**config.mk**
```make
export PLATFORM = sky130hd
export DESIGN_NAME = pcs_tx_symbol_substitution
export DESIGN_NICKNAME = d
export VERILOG_FILES = /design/src/ptss_pkg.sv /design/src/ptss_scrambler.sv /design/src/pcs_tx_symbol_substitution.sv
export SDC_FILE = /design/constraint.sdc
export NUM_CORES = 1
export LEC_CHECK = 0
export ABC_CLOCK_PERIOD_IN_PS = 3400
export BUFFER_PORTS_ARGS = -buffer_cell sky130_fd_sc_hd__buf_4
export CORE_UTILIZATION = 43
export CTS_CLUSTER_SIZE = 8
export DETAILED_ROUTE_END_ITERATION = 10
export HOLD_SLACK_MARGIN = 0.12
export PLACE_DENSITY = 0.66
export SETUP_SLACK_MARGIN = 0.2
export SYNTH_ARGS = -nofsm -noshare
export SYNTH_HDL_FRONTEND = slang
export SYNTH_SLANG_ARGS = --single-unit
export TNS_END_PERCENT = 1
```
**constraint.sdc**
```tcl
create_clock -name CLK_SYS_I -period 3.4 [get_ports CLK_SYS_I]
set_input_delay 0.68 -clock CLK_SYS_I [delete_from_list [all_inputs] [get_ports CLK_SYS_I]]
set_output_delay 0.68 -clock CLK_SYS_I [all_outputs]
set_load 0.05 [all_outputs]
```
**src/ptss_pkg.sv**
```systemverilog
package ptss_pkg;

    // Transmit modes handed down by PHY control.
    typedef enum logic [1:0]
    {
        PTSS_SEND_N,
        PTSS_SEND_I,
        PTSS_SEND_Z
    } ptss_mode_t;

    // Symbol row chosen for each symbol period.
    typedef enum logic [3:0]
    {
        PTSS_SYM_IDLE,
        PTSS_SYM_ZERO,
        PTSS_SYM_SSD1,
        PTSS_SYM_SSD2,
        PTSS_SYM_DATA,
        PTSS_SYM_XMT_ERR,
        PTSS_SYM_CSRESET,
        PTSS_SYM_CSEXTEND,
        PTSS_SYM_CSEXTEND_ERR,
        PTSS_SYM_ESD1,
        PTSS_SYM_ESD_EXT_ERR,
        PTSS_SYM_ESD2_EXT0,
        PTSS_SYM_ESD2_EXT1,
        PTSS_SYM_ESD2_EXT2
    } ptss_sym_t;

    // Register map, byte addresses.
    localparam logic [7:0]  PTSS_ADDR_CTRL   = 8'h00;
    localparam logic [7:0]  PTSS_ADDR_SEED   = 8'h04;
    localparam logic [7:0]  PTSS_ADDR_STATUS = 8'h08;

    // Field positions.
    localparam int          PTSS_CTRL_LOAD_BIT  = 0;
    localparam int          PTSS_STAT_SYM_LSB   = 0;
    localparam int          PTSS_STAT_MASTER    = 4;
    localparam int          PTSS_STAT_LPI       = 5;
    localparam int          PTSS_STAT_LATCH     = 6;

    // Scrambler geometry and reset values.
    localparam int          PTSS_SCR_LEN        = 33;
    localparam int          PTSS_TAP_MASTER     = 12;
    localparam int          PTSS_TAP_SLAVE      = 19;
    localparam logic [31:0] PTSS_SEED_RESET     = 32'h0000_0001;
    localparam logic [32:0] PTSS_SCR_RESET      = 33'h1_0000_0001;

    // Carrier extension data value.
    localparam logic [7:0]  PTSS_TXD_EXTEND     = 8'h0F;
    localparam int          PTSS_HIST_DEPTH     = 4;

endpackage : ptss_pkg

```
**src/ptss_scrambler.sv**
```systemverilog
`timescale 1ns/1ps
module ptss_scrambler
(
    input  wire logic        clk_i,
    input  wire logic        rst_n_i,
    input  wire logic        master_i,
    input  wire logic        load_i,
    input  wire logic [31:0] seed_i,
    output logic      [32:0] state_o
);

    logic [32:0] scr_reg;
    logic [32:0] scr_next;
    wire         fb_master = scr_reg[ptss_pkg::PTSS_TAP_MASTER] ^ scr_reg[32];
    wire         fb_slave  = scr_reg[ptss_pkg::PTSS_TAP_SLAVE] ^ scr_reg[32];
    wire         fb        = master_i ? fb_master : fb_slave;

    ////////////////////////////////////////////////////////////////////////////
    // A seed load forces the top bit high, so the state can never be all zeros.
    assign scr_next = load_i ? {1'b1, seed_i} : {scr_reg[31:0], fb};

    // The shift register advances once per symbol period.
    always_ff @(posedge clk_i)
    begin
        if (!rst_n_i)
            scr_reg <= ptss_pkg::PTSS_SCR_RESET;
        else
            scr_reg <= scr_next;
    end

    assign state_o = scr_reg;
endmodule : ptss_scrambler

```
**src/pcs_tx_symbol_substitution.sv**
```systemverilog
// Implementation choices: the strobed register port and the placing of the registers.
`timescale 1ns/1ps
// Overview of operation
// - The symbol row emitted each period follows the transmit mode from PHY control.
// - In MASTER configuration the scrambler runs on the MASTER feedback polynomial.
// - In SLAVE configuration the scrambler runs on the SLAVE feedback polynomial.
// - The scrambler state is never loaded or left at all zeros.
// - An error with enable high now and in each of the two periods before sends the transmit-error row.
// - An encoder reset period without error sends the normal reset row.
// - An encoder reset period with error sends the extend row for 0x0F, else extend-error.
// - Extend-error in the first reset octet is carried into the second and both ESD octets.
// - Extend-error during the end delimiter sends the extend-error delimiter row.
// - Without energy-efficient support the local low-power request always reads false.
module pcs_tx_symbol_substitution
(
    input  wire logic                 CLK_SYS_I,
    input  wire logic                 RST_N_I,
    input  wire logic [7:0]           TXD_I,
    input  wire logic                 TX_ENABLE_I,
    input  wire logic                 TX_ERROR_I,
    input  wire ptss_pkg::ptss_mode_t TX_MODE_I,
    input  wire logic                 CONFIG_MASTER_I,
    input  wire logic [7:0]           REG_ADDR_I,
    input  wire logic [31:0]          REG_WDATA_I,
    input  wire logic                 REG_WR_I,
    input  wire logic                 REG_RD_I,
    output logic      [31:0]          REG_RDATA_O,
    output ptss_pkg::ptss_sym_t       SYM_CLASS_O,
    output logic      [7:0]           SD_O,
    output logic                      LOC_LPI_REQ_O
);

    localparam int D = ptss_pkg::PTSS_HIST_DEPTH;

    logic [D:1]          en_hist_reg;
    logic [D:1]          err_hist_reg;
    logic                latch_reg;
    logic                latch_next;
    logic [31:0]         seed_reg;
    logic [31:0]         rdata_next;
    logic [32:0]         scr_state;
    ptss_pkg::ptss_sym_t sym_reg;
    ptss_pkg::ptss_sym_t sym_next;
    ptss_pkg::ptss_sym_t esd2_sym;
    logic [7:0]          sd_next;

    ////////////////////////////////////////////////////////////////////////////
    // Register decode.
    wire wr_ctrl   = REG_WR_I && (REG_ADDR_I == ptss_pkg::PTSS_ADDR_CTRL);
    wire wr_seed   = REG_WR_I && (REG_ADDR_I == ptss_pkg::PTSS_ADDR_SEED);
    wire seed_load = wr_ctrl && REG_WDATA_I[ptss_pkg::PTSS_CTRL_LOAD_BIT];

    // Reads of unmapped addresses return zero.
    always_comb
    begin
        rdata_next = 32'h0000_0000;
        if (REG_RD_I)
        begin
            case (REG_ADDR_I)
                ptss_pkg::PTSS_ADDR_SEED:
                    rdata_next = seed_reg;
                ptss_pkg::PTSS_ADDR_STATUS:
                begin
                    rdata_next[ptss_pkg::PTSS_STAT_SYM_LSB +: 4] = sym_reg;
                    rdata_next[ptss_pkg::PTSS_STAT_MASTER]       = CONFIG_MASTER_I;
                    rdata_next[ptss_pkg::PTSS_STAT_LPI]          = LOC_LPI_REQ_O;
                    rdata_next[ptss_pkg::PTSS_STAT_LATCH]        = latch_reg;
                end
                default:
                    rdata_next = 32'h0000_0000;
            endcase
        end
    end

    // The seed lives here; a CTRL write with the load bit set then moves it into the scrambler.
    always_ff @(posedge CLK_SYS_I)
    begin
        if (!RST_N_I)
            seed_reg <= ptss_pkg::PTSS_SEED_RESET;
        else if (wr_seed)
            seed_reg <= REG_WDATA_I;
    end

    ////////////////////////////////////////////////////////////////////////////
    // Side-stream scrambler; polynomial picked by the configuration input.
    ptss_scrambler u_scrambler
    (
        .clk_i    (CLK_SYS_I),
        .rst_n_i  (RST_N_I),
        .master_i (CONFIG_MASTER_I),
        .load_i   (seed_load),
        .seed_i   (seed_reg),
        .state_o  (scr_state)
    );

    ////////////////////////////////////////////////////////////////////////////
    // Enable and error history, index k holding period n-k.
    always_ff @(posedge CLK_SYS_I)
    begin
        if (!RST_N_I)
        begin
            en_hist_reg  <= '0;
            err_hist_reg <= '0;
        end
        else
        begin
            en_hist_reg  <= {en_hist_reg[D-1:1], TX_ENABLE_I};
            err_hist_reg <= {err_hist_reg[D-1:1], TX_ERROR_I};
        end
    end

    ////////////////////////////////////////////////////////////////////////////
    // Frame position terms from the history.
    wire en0      = TX_ENABLE_I;
    wire normal   = (TX_MODE_I == ptss_pkg::PTSS_SEND_N);
    wire csreset  = en_hist_reg[2] && !en0;
    wire first_cs = csreset && en_hist_reg[1];
    wire ssd1     = en0 && !en_hist_reg[1];
    wire ssd2     = en_hist_reg[1] && !en_hist_reg[2];
    wire esd1     = !en_hist_reg[2] && en_hist_reg[3];
    wire esd2     = !en_hist_reg[3] && en_hist_reg[4];
    wire txd_ext  = (TXD_I == ptss_pkg::PTSS_TXD_EXTEND);
    wire ext_err  = TX_ERROR_I && !txd_ext;
    wire err_all  = TX_ERROR_I && (&err_hist_reg[3:1]);

    // The carried error is set in the first reset octet and dies after ESD2.
    // Setting wins over clearing so a new frame tail is never missed.
    always_comb
    begin
        latch_next = latch_reg;
        if (esd2 || en0 || !normal)
            latch_next = 1'b0;
        if (normal && first_cs && ext_err)
            latch_next = 1'b1;
    end

    // Second end-delimiter octet, error rows taking precedence.
    always_comb
    begin
        if (latch_reg || ext_err)
            esd2_sym = ptss_pkg::PTSS_SYM_ESD_EXT_ERR;
        else if (!TX_ERROR_I && !err_hist_reg[1])
            esd2_sym = ptss_pkg::PTSS_SYM_ESD2_EXT0;
        else if (!TX_ERROR_I && (&err_hist_reg[3:1]))
            esd2_sym = ptss_pkg::PTSS_SYM_ESD2_EXT1;
        else if (err_all && txd_ext)
            esd2_sym = ptss_pkg::PTSS_SYM_ESD2_EXT2;
        else
            esd2_sym = ptss_pkg::PTSS_SYM_ESD_EXT_ERR;
    end

    // Symbol row selection; substitution rows ignore the scrambled bits.
    always_comb
    begin
        sym_next = ptss_pkg::PTSS_SYM_IDLE;
        case (TX_MODE_I)
            ptss_pkg::PTSS_SEND_Z:
                sym_next = ptss_pkg::PTSS_SYM_ZERO;
            ptss_pkg::PTSS_SEND_I:
                sym_next = ptss_pkg::PTSS_SYM_IDLE;
            ptss_pkg::PTSS_SEND_N:
            begin
                if (csreset && (latch_reg || (TX_ERROR_I && !txd_ext)))
                    sym_next = ptss_pkg::PTSS_SYM_CSEXTEND_ERR;
                else if (csreset && TX_ERROR_I)
                    sym_next = ptss_pkg::PTSS_SYM_CSEXTEND;
                else if (csreset)
                    sym_next = ptss_pkg::PTSS_SYM_CSRESET;
                else if (ssd1)
                    sym_next = ptss_pkg::PTSS_SYM_SSD1;
                else if (ssd2)
                    sym_next = ptss_pkg::PTSS_SYM_SSD2;
                else if (en0 && en_hist_reg[2] && TX_ERROR_I)
                    sym_next = ptss_pkg::PTSS_SYM_XMT_ERR;
                else if (en0)
                    sym_next = ptss_pkg::PTSS_SYM_DATA;
                else if (esd1 && (latch_reg || ext_err))
                    sym_next = ptss_pkg::PTSS_SYM_ESD_EXT_ERR;
                else if (esd1)
                    sym_next = ptss_pkg::PTSS_SYM_ESD1;
                else if (esd2)
                    sym_next = esd2_sym;
                else
                    sym_next = ptss_pkg::PTSS_SYM_IDLE;
            end
            default:
                sym_next = ptss_pkg::PTSS_SYM_IDLE;
        endcase
    end

    // Scrambled data only in data periods, plain scrambler bits in idle.
    assign sd_next = (sym_next == ptss_pkg::PTSS_SYM_DATA) ? (TXD_I ^ scr_state[7:0]) :
                     (sym_next == ptss_pkg::PTSS_SYM_IDLE) ? scr_state[7:0] : 8'h00;

    ////////////////////////////////////////////////////////////////////////////
    // Output registers; the low-power request is held false, no EEE support.
    always_ff @(posedge CLK_SYS_I)
    begin
        if (!RST_N_I)
        begin
            sym_reg       <= ptss_pkg::PTSS_SYM_IDLE;
            SD_O          <= 8'h00;
            latch_reg     <= 1'b0;
            REG_RDATA_O   <= 32'h0000_0000;
            LOC_LPI_REQ_O <= 1'b0;
        end
        else
        begin
            sym_reg       <= sym_next;
            SD_O          <= sd_next;
            latch_reg     <= latch_next;
            REG_RDATA_O   <= rdata_next;
            LOC_LPI_REQ_O <= 1'b0;
        end
    end

    assign SYM_CLASS_O = sym_reg;
endmodule : pcs_tx_symbol_substitution

```
Word-level counts from Yosys, hierarchy flattened
Cells that the tools add are included.

storage, ports and cells
  register bits = 117
  input port bits = 57

cells by class
  equal/unequal tests = 5
  multiplexer cells = 22
  bitwise logic cells = 4
  reductions and logical operators = 40

operators with widths
  operator                                             number
  two-way mux 4 bit                                    10
  two-way mux 32 bit                                   1
  logical AND 1 bit                                    21
  equality test 8 x 4 -> 1 bit, second input constant  2
  two-way mux 8 bit                                    2
  one-hot mux 7 bit (2 select lines)                   1
  two-way mux 3 bit                                    4
  equality test 8 x 3 -> 1 bit, second input constant  1
  zero test 1 bit                                      8
  zero test 8 bit                                      1
  one-hot mux 4 bit (2 select lines)                   1
  bitwise XOR 8 bit                                    1
  AND reduction 3 bit                                  2
  equality test 4 x 3 -> 1 bit, second input constant  1
  zero test 4 bit                                      1
  logical OR 1 bit                                     3
  two-way mux 1 bit                                    3
  equality test 2 bit, second input constant           1
  zero test 2 bit                                      1
  AND reduction 2 bit                                  1
  nonzero test 2 bit                                   1
  OR reduction 2 bit                                   1
  bitwise XOR 1 bit                                    2
  NOT 1 bit                                            1

Longest topological paths before layout
  depth after elaboration = 21
  gate-level depth with buffers = 7
  mapped depth without buffers = 5

Cells and area by module
A second synthesis with hierarchy kept.

second synthesis, totals
  cells, all modules = 448
  area total of the unflattened synthesis = 4408.0 sq um

by module, submodules not included
  module                      instances  cells each  area each (sq um)  sequential area each (sq um)
  pcs_tx_symbol_substitution  1          341         3148.0             1681.6
  ptss_scrambler              1          107         1260.0             660.6

Least setup slack after synthesis
Ideal clock, no wire load.

  path type = input to register
  start = input port TXD_I[4]
  end = register SD_O[0]
  library setup time = 0.144 ns
  data arrival time = 2.084 ns
  data required time = 3.256 ns
  setup slack = 1.172 ns
  cell stages on the path = 6
  cell sequence = or4_4 -> o211ai_2 -> or2b_1 -> clkbuf_1 -> o221ai_1 -> a32oi_1

on the way
  longest elaborated chain between the ends = 20
  elaborated cells between the ends (all ways) = 26
  classes of those cells = eq/ne: 2; mux: 17; reduce/logical: 7

RTL lines
  item                                    line                               RTL
  from (decl)                             pcs_tx_symbol_substitution.sv:18   input wire logic [7:0] TXD_I,
  equality test 8 x 4 -> 1 bit (*)        pcs_tx_symbol_substitution.sv:122  wire txd_ext = (TXD_I == ptss_pkg::PTSS_TXD_EXTEND);
  logical AND 1 bit                       pcs_tx_symbol_substitution.sv:146  else if (err_all && txd_ext)
  two-way mux 3 bit                       pcs_tx_symbol_substitution.sv:146
  two-way mux 3 bit                       pcs_tx_symbol_substitution.sv:144  else if (!TX_ERROR_I && (&err_hist_reg[3:1]))
  two-way mux 3 bit                       pcs_tx_symbol_substitution.sv:142  else if (!TX_ERROR_I && !err_hist_reg[1])
  two-way mux 3 bit                       pcs_tx_symbol_substitution.sv:140  if (latch_reg || ext_err)
  two-way mux 4 bit                       pcs_tx_symbol_substitution.sv:181  else if (esd2)
  two-way mux 4 bit                       pcs_tx_symbol_substitution.sv:179  else if (esd1)
  (+4 left out)                           --
  two-way mux 4 bit                       pcs_tx_symbol_substitution.sv:169  else if (ssd1)
  two-way mux 4 bit                       pcs_tx_symbol_substitution.sv:167  else if (csreset)
  two-way mux 4 bit                       pcs_tx_symbol_substitution.sv:165  else if (csreset && TX_ERROR_I)
  two-way mux 4 bit (*)                   pcs_tx_symbol_substitution.sv:163  if (csreset && (latch_reg || (TX_ERROR_I && !txd_ext)))
  one-hot mux 4 bit (2 select lines) (*)  pcs_tx_symbol_substitution.sv:156  case (TX_MODE_I)
  zero test 4 bit                         pcs_tx_symbol_substitution.sv:193  (sym_next == ptss_pkg::PTSS_SYM_IDLE) ? scr_state[7:0] : 8'h00;
  two-way mux 8 bit                       pcs_tx_symbol_substitution.sv:193
  two-way mux 8 bit (*)                   pcs_tx_symbol_substitution.sv:192  assign sd_next = (sym_next == ptss_pkg::PTSS_SYM_DATA) ? (TXD_I ^ scr_state[7:0]) :
  to (signal assigned)                    pcs_tx_symbol_substitution.sv:210  SD_O <= sd_next;
  to (decl)                               pcs_tx_symbol_substitution.sv:29   output logic [7:0] SD_O,

Mark *: on every way between the ends. The rest lies on a longest branch, timed or not.
A chain may end at the register's enable or synchronous reset.

Worst setup path after layout
  start = input port REG_ADDR_I[7]
  end = register u_scrambler.scr_reg[26], in the netlist u_scrambler.state_o[26]

on the way
  longest elaborated chain between the ends = 4

RTL lines
  item                  line                              RTL
  from (decl)           pcs_tx_symbol_substitution.sv:23  input wire logic [7:0] REG_ADDR_I,
  zero test 8 bit       pcs_tx_symbol_substitution.sv:49  wire wr_ctrl = REG_WR_I && (REG_ADDR_I == ptss_pkg::PTSS_ADDR_CTRL);
  logical AND 1 bit     pcs_tx_symbol_substitution.sv:49
  logical AND 1 bit     pcs_tx_symbol_substitution.sv:51  wire seed_load = wr_ctrl && REG_WDATA_I[ptss_pkg::PTSS_CTRL_LOAD_BIT];
  two-way mux 32 bit    ptss_scrambler.sv:20              assign scr_next = load_i ? {1'b1, seed_i} : {scr_reg[31:0], fb};
  to (signal assigned)  ptss_scrambler.sv:26              scr_reg <= ptss_pkg::PTSS_SCR_RESET;
  to (signal assigned)  ptss_scrambler.sv:28              scr_reg <= scr_next;
  to (decl)             ptss_scrambler.sv:12              logic [32:0] scr_reg;

Every way passes these cells.

==> results.toml <==
[grt]
grt_pass1_vias = 3527
grt_pass1_wl_um = 16900
globalRouteOverflowTotal = 0
grt_max_degree = 37
grt.total_usage_pct = 21.2
antenna_found_initial = 0

[clocking]
clock_path_buffers = 2
h-tree-depth = 4
cts_sinks = 117
postCtsHoldBufs = 0
cts_buffers = 17
cts_resized = 0
ctsRootBufferMaster = "clkbuf_8"
post_cts_buffers = 0
tritoncts = "yes"
clock_latency_ps = 510
clk_pin_slew_ps = 60

[worst_setup_path]
rrSetupSlack_ps = 1380
critPathLaunchType = "input pin"
path_class = "in -> reg"
end_kind = "register"
r2r-start = "en_hist_reg[2]"
path_max_fanout = 23
cp.required_ps = 3830
r2r_end = "SD_O[3]"
rr_worst_depth = 5
cp.arrival_ps = 2730

[timing]
fmax_mhz = 436
finalClockSkew_ps = 6.84
slew_headroom_pct = 53.8
worst_slew_pin_slew_ps = 694
rsz0062_at_grt = "false"
final-setup-viol-count = 0
slew_violations = 0
finalHoldViolCount = 0
period_needed_ps = 2290
tns_ps = 0
fin_crit_sh_pct = 67.4

[place]
post-dp-hpwl_um = 7260
gp_congestion = 0.866
io_buffer_count = 100

[routing]
drc = 0
vias = 3697
drtIter0Drc = 133
drt-total-wl_um = 10500
post_drt_wl_per_cell_um = 14.7
viasPerCell = 5.14
first_pass_iters = 4
antenna_left = 0

[worst_hold_path]
min_path_type = "in -> reg"
hold_depth = 2
worstHoldStart = "TX_MODE_I[0]"
min_to = "SYM_CLASS_O[0]"

[floorplanning]
core_area_um2 = 9770
die_width_um = 102
die_h_um = 102
die_area_um2 = 10400
std_cell_rows = 36
ios = 102
start_util_pct = 44.2

[synth]
yosysMostFrequentCell = "nand2_1"
yosysTopAreaCell = "dfxtp_1"
synth_top_cells_by_count = "nand2_1 (131), dfxtp_1 (117), a21oi_1 (65), and2_1 (30), clkbuf_1 (20)"
synth_area_per_cell_um2 = 9.02
yosysWarningCount = 0
syn-cell-area_um2 = 4320
async_flop_share_pct = 0
synthCells = 479
synth.distinct_cells = 50
synth_nets = 536
seq_area_frac_synth_pct = 54.2
synth-edff-count = 0
yosys.area.top_type_share_pct = 54.2
synth_area_leaders = "dfxtp_1 (54%), nand2_1 (11%), a21oi_1 (7.5%)"
synth_flop_cell = "dfxtp_1"
ys_ff_latch = 117

[layout]
layout.nets = 631
largest_register_ffs = 33
post-route-util_pct = 57.9
area_delta_synth_final_pct = 31.1
layout-drive-gt1-share_pct = 25.8
antenna_cells = 0
fillers = 901

[status]
status = "completed"

[power_and_ir_drop]
power.leakage_nw = 2.17
ir_drop_v = 0.000268
seq_power_share_pct = 45.4
intPower_w = 0.00235
p_switching_w = 0.000715
clkPwrFrac_pct = 49.6
powerDensity_nw_per_um2 = 542
swShare_pct = 23.3
power_frac_comb_pct = 5.0

[job]
timing.max_cap.violations = 0
[cell type report]
class                   count  area [um^2]  share of cell area (%)
well taps                 133          166                    2.94
repair buffers            109          818                    14.5
clock inverters            13         87.6                    1.55
multi-input cells         323         1800                    31.7
flip-flops and latches    117         2340                    41.4
clock buffers              18          428                    7.56
inverters                   6         22.5                   0.398
[cell families (layout without fill, tap and decap cells)]
family	count (synthesis)	after routing	share of synthesized area, %
and+or+nand+nor	216	216	25.1
xor gates and xnor gates	1	1	0.203
DFF	117	117	54.2
muxes	1	1	0.232
buffers and inverters	39	146	4.17
other	1	1	0.0868
AOI/OAI and AO/OA	104	104	16.0
[worst max path at each step]
stage | from | endpoint | slack [ps] | cells past startpoint
2_1_floorplan | TXD_I[4] | SD_O[0] | 1170 | 6
3_3_place_gp | REG_ADDR_I[7] | u_scrambler.state_o[2] | 640 | 7
3_5_place_dp | REG_ADDR_I[7] | u_scrambler.state_o[28] | 620 | 7
4_1_cts | REG_ADDR_I[7] | u_scrambler.state_o[26] | 1110 | 7
5_1_grt | REG_ADDR_I[7] | u_scrambler.state_o[21] | 970 | 7
6_report | REG_ADDR_I[7] | u_scrambler.state_o[26] | 1110 | 7
[layout by cell type, fill, tap and decap left out, types with 2 or more instances in the layout]
master and n:
nand2_1 131, dfxtp_1 117, buf_4 109, a21oi_1 65
and2_1 30, nand4b_1 18, clkbuf_16 16, nor2_1 9
o221ai_1 9, a32oi_1 8, nand2b_1 6, a22o_1 6
clkinv_2 6, nor3_1 5, inv_1 5, clkinv_4 4
nand3_1 3, clkinvlp_4 3, nand4_1 2, a211oi_1 2
clkbuf_8 2
[routing by layer]
metal / vias to the layer above / part of all wire [%] / wire length, um / global-route usage (%)
li1: 1834 / - / - / -
met4: 0 / 1.3 / 136 / 8.24
met3: 14 / 6.0 / 627 / 6.70
met1: 1727 / 45 / 4690 / 26.5
met5: - / 0 / 0 / 0
met2: 122 / 48 / 5080 / 34.2
[critical path, stage by stage]
cell and delay [ps]:
buf_4 110, or4_1 600, nor4_4 260, and4b_1 510
buf_4 330, nand2_1 80, a21oi_1 140
[power groups by stage]
stage               Clock [W]  Combinational [W]  Sequential (W)
floorplan                   0          0.0000650         0.00143
global placement            0           0.000148         0.00142
detailed placement          0           0.000151         0.00142
CTS                   0.00154           0.000151         0.00139
global route          0.00161           0.000163         0.00139
finish                0.00152           0.000152         0.00139
[stage by stage]
step                      setup WS [ps]  cell area [um^2]  hold WS (ps)  cells  power [W]
after floorplan                    1170              4320           390    479    0.00150
after global placement              642              5150           406    688    0.00157
after detailed placement            620              5150           399    688    0.00157
after CTS                          1110              5660           341    719    0.00309
after global routing                972              5660           357    719    0.00317
final                              1110              5660           354    719    0.00307
(Power assumes the default switching activity.)
